--- src/rtl/pwr_ctl_pkg.sv ---
// Contract
// In soft-off, a press under four seconds moves to working.
// In working, a press under four seconds moves to sleeping.
// In working, a press over six seconds forces soft-off.
// In sleeping, a press under four seconds wakes to working.
// In sleeping, a press over six seconds moves to soft-off.
// A closed intrusion switch flags an intrusion event.
// Five supply voltages are checked against their window; excursions flagged.
// Thermal readings steer three fans: speed, on or off.
// Host software commands power states; controller moves only on command or press.
// Switch debounced, press timed; release between four and six seconds does nothing.
package pwr_ctl_pkg;
  localparam int unsigned CLK_MHZ = 250;
  localparam int unsigned SHORT_PRESS_MS = 4000;
  localparam int unsigned LONG_PRESS_MS = 6000;
  localparam int unsigned DEBOUNCE_US = 10;
  localparam int unsigned DEBOUNCE_CYC = DEBOUNCE_US * CLK_MHZ;
  localparam longint unsigned SHORT_CYC = longint'(SHORT_PRESS_MS) * 1000 * CLK_MHZ;
  localparam longint unsigned LONG_CYC = longint'(LONG_PRESS_MS) * 1000 * CLK_MHZ;
  localparam int unsigned NUM_RAILS = 5;
  localparam int unsigned NUM_FANS = 3;
  localparam int unsigned TEMP_W = 8;
  localparam int unsigned VOLT_W = 10;
  localparam int unsigned DUTY_W = 8;
  localparam logic [DUTY_W-1:0] DUTY_OFF = 8'h00;
  localparam logic [DUTY_W-1:0] DUTY_FULL = 8'hff;

  typedef enum logic [1:0] {
    CMD_NONE,
    CMD_WORK,
    CMD_SLEEP,
    CMD_OFF
  } host_cmd_t;

  typedef struct packed {
    logic [VOLT_W-1:0] low;
    logic [VOLT_W-1:0] high;
  } volt_window_t;

  typedef struct packed {
    logic [TEMP_W-1:0] t_off;
    logic [TEMP_W-1:0] t_full;
  } fan_curve_t;
endpackage : pwr_ctl_pkg

--- src/rtl/power_switch_state_control.sv ---
`timescale 1ns/100ps
`default_nettype none
module power_switch_state_control #(
  parameter longint unsigned SHORT_CYC = pwr_ctl_pkg::SHORT_CYC,
  parameter longint unsigned LONG_CYC = pwr_ctl_pkg::LONG_CYC,
  parameter int unsigned DEBOUNCE_CYC = pwr_ctl_pkg::DEBOUNCE_CYC
) (
  input wire logic clock, // Standby clock
  input wire logic nrst, // Standby reset, active low
  input wire logic switch_n, // Power switch pin, low while pressed
  input wire logic intrusion_closed, // Intrusion switch pin, high when closed
  input wire pwr_ctl_pkg::host_cmd_t host_cmd, // Host power command, one-cycle
  input wire logic [pwr_ctl_pkg::NUM_RAILS*pwr_ctl_pkg::VOLT_W-1:0] rail_level, // Rail readings
  input wire pwr_ctl_pkg::volt_window_t [pwr_ctl_pkg::NUM_RAILS-1:0] rail_window, // Limits
  input wire logic [pwr_ctl_pkg::NUM_FANS*pwr_ctl_pkg::TEMP_W-1:0] fan_temp, // Temps
  input wire pwr_ctl_pkg::fan_curve_t [pwr_ctl_pkg::NUM_FANS-1:0] fan_curve, // Fan curves
  input wire logic intrusion_clear, // Clears intrusion flag
  output logic working, // System in working state
  output logic sleeping, // System in sleeping state
  output logic soft_off, // System in soft-off state
  output logic intrusion_flag, // Sticky intrusion event
  output logic [pwr_ctl_pkg::NUM_RAILS-1:0] rail_fault, // Rail outside window
  output logic [pwr_ctl_pkg::NUM_FANS*pwr_ctl_pkg::DUTY_W-1:0] fan_duty // PWM duty per fan
);
  localparam int CW = 40;
  typedef enum logic [1:0] {ST_OFF, ST_WORK, ST_SLEEP} pstate_t;

  // Press counter must reach the long limit without saturating first
  if (LONG_CYC <= SHORT_CYC || SHORT_CYC == 0 || DEBOUNCE_CYC == 0 ||
      LONG_CYC >= (64'h1 << CW)) begin : g_bad_timing
    $error("Press timing parameters inconsistent");
  end

  // Pin synchronisers
  logic [1:0] sw_sync_reg;
  logic [1:0] intr_sync_reg;
  always_ff @(posedge clock) begin
    if (!nrst) begin
      sw_sync_reg <= 2'h3;
      intr_sync_reg <= 2'h0;
    end else begin
      sw_sync_reg <= {sw_sync_reg[0], switch_n};
      intr_sync_reg <= {intr_sync_reg[0], intrusion_closed};
    end
  end
  wire logic sw_raw = ~sw_sync_reg[1];
  wire logic intr_raw = intr_sync_reg[1];

  // debounce filter
  logic pressed_reg;
  logic [31:0] db_cnt_reg;
  always_ff @(posedge clock) begin
    if (!nrst) begin
      pressed_reg <= 1'b0;
      db_cnt_reg <= 32'h0;
    end else if (sw_raw == pressed_reg) begin
      db_cnt_reg <= 32'h0;
    end else if (db_cnt_reg >= DEBOUNCE_CYC - 1) begin
      pressed_reg <= sw_raw;
      db_cnt_reg <= 32'h0;
    end else begin
      db_cnt_reg <= db_cnt_reg + 32'h1;
    end
  end

  // press duration
  logic [CW-1:0] press_cnt_reg;
  logic long_done_reg;
  wire logic release_evt = (db_cnt_reg >= DEBOUNCE_CYC - 1) && !sw_raw && pressed_reg;
  wire logic short_release = release_evt && (press_cnt_reg < CW'(SHORT_CYC));
  wire logic long_hit = pressed_reg && !long_done_reg && (press_cnt_reg >= CW'(LONG_CYC));
  always_ff @(posedge clock) begin
    if (!nrst) begin
      press_cnt_reg <= '0;
      long_done_reg <= 1'b0;
    end else if (!pressed_reg) begin
      press_cnt_reg <= '0;
      long_done_reg <= 1'b0;
    end else begin
      if (press_cnt_reg != '1)
        press_cnt_reg <= press_cnt_reg + CW'(1);
      if (long_hit)
        long_done_reg <= 1'b1;
    end
  end

  // Power state machine
  pstate_t st_reg, st_next;
  always_comb begin
    st_next = st_reg;
    case (st_reg)
      ST_OFF: begin
        // short press powers on
        if (short_release)
          st_next = ST_WORK;
        // host command
        else if (host_cmd == pwr_ctl_pkg::CMD_WORK)
          st_next = ST_WORK;
      end
      ST_WORK: begin
        // long press fail-safe off
        if (long_hit)
          st_next = ST_OFF;
        // short press to sleep
        else if (short_release)
          st_next = ST_SLEEP;
        else if (host_cmd == pwr_ctl_pkg::CMD_SLEEP)
          st_next = ST_SLEEP;
        else if (host_cmd == pwr_ctl_pkg::CMD_OFF)
          st_next = ST_OFF;
      end
      ST_SLEEP: begin
        // long press to off
        if (long_hit)
          st_next = ST_OFF;
        // short press wakes
        else if (short_release)
          st_next = ST_WORK;
        else if (host_cmd == pwr_ctl_pkg::CMD_WORK)
          st_next = ST_WORK;
        else if (host_cmd == pwr_ctl_pkg::CMD_OFF)
          st_next = ST_OFF;
      end
      default: st_next = ST_OFF;
    endcase
  end
  always_ff @(posedge clock) begin
    if (!nrst) begin
      st_reg <= ST_OFF;
      working <= 1'b0;
      sleeping <= 1'b0;
      soft_off <= 1'b1;
    end else begin
      st_reg <= st_next;
      working <= (st_next == ST_WORK);
      sleeping <= (st_next == ST_SLEEP);
      soft_off <= (st_next == ST_OFF);
    end
  end

  // intrusion flag, set wins over clear
  always_ff @(posedge clock) begin
    if (!nrst)
      intrusion_flag <= 1'b0;
    else if (intr_raw)
      intrusion_flag <= 1'b1;
    else if (intrusion_clear)
      intrusion_flag <= 1'b0;
  end

  // rail window check
  always_ff @(posedge clock) begin
    if (!nrst) begin
      rail_fault <= '0;
    end else begin
      for (int i = 0; i < pwr_ctl_pkg::NUM_RAILS; i++) begin
        rail_fault[i] <= (rail_level[i*pwr_ctl_pkg::VOLT_W +: pwr_ctl_pkg::VOLT_W]
                          < rail_window[i].low) ||
                         (rail_level[i*pwr_ctl_pkg::VOLT_W +: pwr_ctl_pkg::VOLT_W]
                          > rail_window[i].high);
      end
    end
  end

  // Linear ramp between off and full temperature
  function automatic logic [pwr_ctl_pkg::DUTY_W-1:0] fan_law(
    input logic [pwr_ctl_pkg::TEMP_W-1:0] t,
    input pwr_ctl_pkg::fan_curve_t c
  );
    logic [15:0] span;
    logic [15:0] pos;
    span = 16'(c.t_full) - 16'(c.t_off);
    pos = 16'(t) - 16'(c.t_off);
    if (t <= c.t_off)
      return pwr_ctl_pkg::DUTY_OFF;
    else if (t >= c.t_full)
      return pwr_ctl_pkg::DUTY_FULL;
    else
      return pwr_ctl_pkg::DUTY_W'((pos * 16'(pwr_ctl_pkg::DUTY_FULL)) / span);
  endfunction : fan_law

  // closed-loop fan control; fans only run while working
  always_ff @(posedge clock) begin
    if (!nrst) begin
      fan_duty <= '0;
    end else begin
      for (int f = 0; f < pwr_ctl_pkg::NUM_FANS; f++) begin
        fan_duty[f*pwr_ctl_pkg::DUTY_W +: pwr_ctl_pkg::DUTY_W] <= (st_reg == ST_WORK) ?
          fan_law(fan_temp[f*pwr_ctl_pkg::TEMP_W +: pwr_ctl_pkg::TEMP_W], fan_curve[f]) :
          pwr_ctl_pkg::DUTY_OFF;
      end
    end
  end
endmodule : power_switch_state_control
`default_nettype wire

--- config.mk ---
export PLATFORM = sky130hd
export DESIGN_NAME = power_switch_state_control
export DESIGN_NICKNAME = d
export VERILOG_FILES = /design/src/rtl/pwr_ctl_pkg.sv /design/src/rtl/power_switch_state_control.sv
export SDC_FILE = /design/constraint.sdc
export NUM_CORES = 2
export LEC_CHECK = 0
export ABC_CLOCK_PERIOD_IN_PS = 61000
export BUFFER_PORTS_ARGS = -buffer_cell sky130_fd_sc_hd__buf_4
export CORE_UTILIZATION = 41
export CTS_CLUSTER_SIZE = 8
export DETAILED_ROUTE_END_ITERATION = 10
export GPL_ROUTABILITY_DRIVEN = 0
export PLACE_DENSITY_LB_ADDON = 0.25
export SLEW_MARGIN = 20
export SYNTH_ARGS = -nofsm -noshare
export SYNTH_HDL_FRONTEND = slang
export SYNTH_SLANG_ARGS = --single-unit
export TNS_END_PERCENT = 50
--- constraint.sdc ---
create_clock -name clock -period 61 [get_ports clock]
set_input_delay 3.05 -clock clock [delete_from_list [all_inputs] [get_ports clock]]
set_output_delay 3.05 -clock clock [all_outputs]
set_load 0.02 [all_outputs]
==> run metrics <==
Num Clock Sinks=between 100 and 150; Global Route Usage Sum=0.228; synthesis-stage register bit count=113; # fillers=between 8k and 9k; register area=2260 µm²; vias post-DR=about 32k; reg2reg path depth=11; Ports=262; cell area after synthesis=33900 µm²; DR WL met3=5580 µm; outcome=complete, no violations; row count=~110; CTS clk-pin slew, worst paths=roughly 70 ps; drt wl/cell=16.7 µm; number of synthesized flops with an enable pin=0; slowest stage cell, crit path=a311oi_1; CTS Buf Count=17; Hold WC Path Type=flop to flop; die footprint=83800 µm²; Synth cell types=100; post-synthesis sequential area ratio=0.0668; Routed Antenna Nets=0; Max Slew Vio Count=0; hold_buf cts=0; Tcrit/Tclk final=0.684; CP Data Required Time=61290 ps; reg-to-reg slack, setup=57710 ps; Final min period=41710 ps; syn avg cell area=7.57 µm²; Critical Path End Type=flop; Metal-1 WL=between 40000 and 50000 µm; CP Max Fanout=17; Fmax=about 0.024 GHz; startpoint types=primary input; grt ovf=0; Detailed Route WL=97400 µm; CP startpoint=fan_temp[0]; Pre-antenna DRT Iters=6; Skew-Pair Late Insertion Delay=450 ps; Slew HR=0.226; Worst-Margin Slew=about 1200 ps; Sum Neg Setup Slack=0 ps; RSZ-0062 raised after global routing=no; cell mode on critical path=ha_1; Multi-input gate area=29500 µm²; RR Startpoint=press_cnt_reg[31]; skew final=14.5 ps; Async SR Flop Fraction=0; Post-DP HPWL=80600 µm; Largest register FFs=40; area leader, netlist=ha_1; top sig layer=met4; metal2 WL=approximately 43000 µm; Cells after Synth=between 4k and 5k; Synth Warn #=0; most common cell in the netlist=ha_1; CP peak stage delay=960 ps; TritonCTS clock tree=yes; DR iter-0 viols=1970; CP Class=primary input to flop; P&R area growth vs syn=11.9%; layout cell share with drive strength beyond 1=0.110; Clock Tree Buf Depth=2; list of most frequent post-synthesis cells=ha_1, inv_1, nor2_1, a21oi_1, nand2_1; H-tree levels=4; clock root cell=clkbuf_16; DIE WIDTH=slightly below 300 µm; leading register cell type out of synthesis=dfxtp_1; Synth top area share=0.251; largest net degree at the start of global routing=44; port bufs=261; first-pass GRT wire length=155000 µm; critical path arrival=approximately 42000 ps; via count of the first global-routing pass=30.5k; NumNets Final=5762; vias per cell=~5.6; final-report hold violation count=0; # resized after CTS=0; maxcap violations=0; Core ar.=82000 µm²; RR Endpoint=press_cnt_reg[37]; Worst Setup EP=fan_duty[0]; largest cells by area after synthesis=ha_1, dfxtp_1, fa_1, inv_1, xnor2_1; DRC Markers=0; Setup Viol. Count Final=0; Post-CTS Setup Repair Bufs=0; Initial Util=0.413; chip height=290 µm; initial antenna violation count=3
-- cell usage in the layout, fill, tap and decap left out, drive strengths merged, types with 20 or more instances in the layout --
| cell | Yosys | final |
|---|---|---|
| o21ai | 230 | 230 |
| fa | 111 | 111 |
| inv | 521 | 528 |
| a21o | 170 | 170 |
| nand4 | 61 | 61 |
| a211oi | 38 | 38 |
| nand3 | 74 | 74 |
| nand2 | 264 | 264 |
| xor2 | 128 | 128 |
| xnor2 | 190 | 190 |
| ha | 679 | 679 |
| and2 | 30 | 30 |
| o21bai | 25 | 25 |
| or2 | 42 | 42 |
| o21a | 133 | 133 |
| conb | 1 | 20 |
| a21oi | 326 | 326 |
| mux2 | 85 | 85 |
| mux2i | 23 | 23 |
| buf | 12 | 302 |
| a31oi | 46 | 46 |
| o211ai | 41 | 41 |
| nor4 | 23 | 23 |
| o31ai | 39 | 39 |
| dfxtp | 113 | 113 |
| nor2 | 390 | 390 |
| nor3 | 144 | 144 |
| nor2b | 83 | 83 |
| or3 | 52 | 52 |
| nand2b | 69 | 69 |
-- worst max-delay path, delay by kind of cell --
kind                     cells  cell delay, ps
buffers and inverters        8            1030
AND/OR/NAND/NOR             37            6590
multiplexers                 4            1410
adder cells (fa/ha/maj)     23            7970
AO/OA/AOI/OAI               80           21580
XOR/XNOR                     1             270
-- layer usage --
| layer | GRT usage | vias up |
|---|---|---|
| li1 | - | 16600 |
| met4 | 0.0626 | 0 |
| met3 | 0.0363 | 150 |
| met1 | 0.315 | 14900 |
| met2 | 0.367 | 789 |
| met5 | 0 | - |
-- stage by stage --
step / hold slack [ps] / cells / area, µm² / utilization / setup WS (ps)
3_5_place_dp: 420 / 5794 / 37300 / 0.455 / 19430
5_1_grt: 469 / 5826 / 37900 / 0.463 / 15890
4_1_cts: 434 / 5826 / 37900 / 0.463 / 19760
2_1_floorplan: 386 / 4497 / 34000 / - / 24880
3_3_place_gp: 416 / 5793 / 37300 / 0.455 / 19450
6_report: 433 / 5827 / 37900 / 0.463 / 19290
-- cells by family after synthesis --
group,share of synthesized area
multiplexers,0.0351
buffers and inverters,0.0668
XOR/XNOR,0.0824
adder cells (fa/ha/maj),0.316
other,0.000111
flip-flops,0.0668
AND/OR/NAND/NOR,0.189
AO/OA/AOI/OAI,0.243
-- worst min path at each step --
| stage | slack (ps) | endpoint | from | depth (start not counted) |
|---|---|---|---|---|
| after floorplan | 390 | sw_sync_reg[1] | sw_sync_reg[0] | 1 |
| after global placement | 420 | intr_sync_reg[1] | intr_sync_reg[0] | 1 |
| after detailed placement | 420 | intr_sync_reg[1] | intr_sync_reg[0] | 1 |
| after CTS | 430 | intr_sync_reg[1] | intr_sync_reg[0] | 1 |
| after global routing | 470 | intrusion_flag | intr_sync_reg[1] | 2 |
| final | 430 | intr_sync_reg[1] | intr_sync_reg[0] | 1 |
-- layout make-up --
class,instances,area share
antenna,1,0.0000660
clock buffer,17,0.0112
clock inverter,15,0.00462
inverter,522,0.0517
multi-input combinational,3787,0.778
sequential,113,0.0596
tap,1070,0.0353
timing repair buffer,302,0.0598
Power is left out: the tool's default activity adds up to more than one toggle a clock period on the data nets, which glitch-free logic cannot reach.
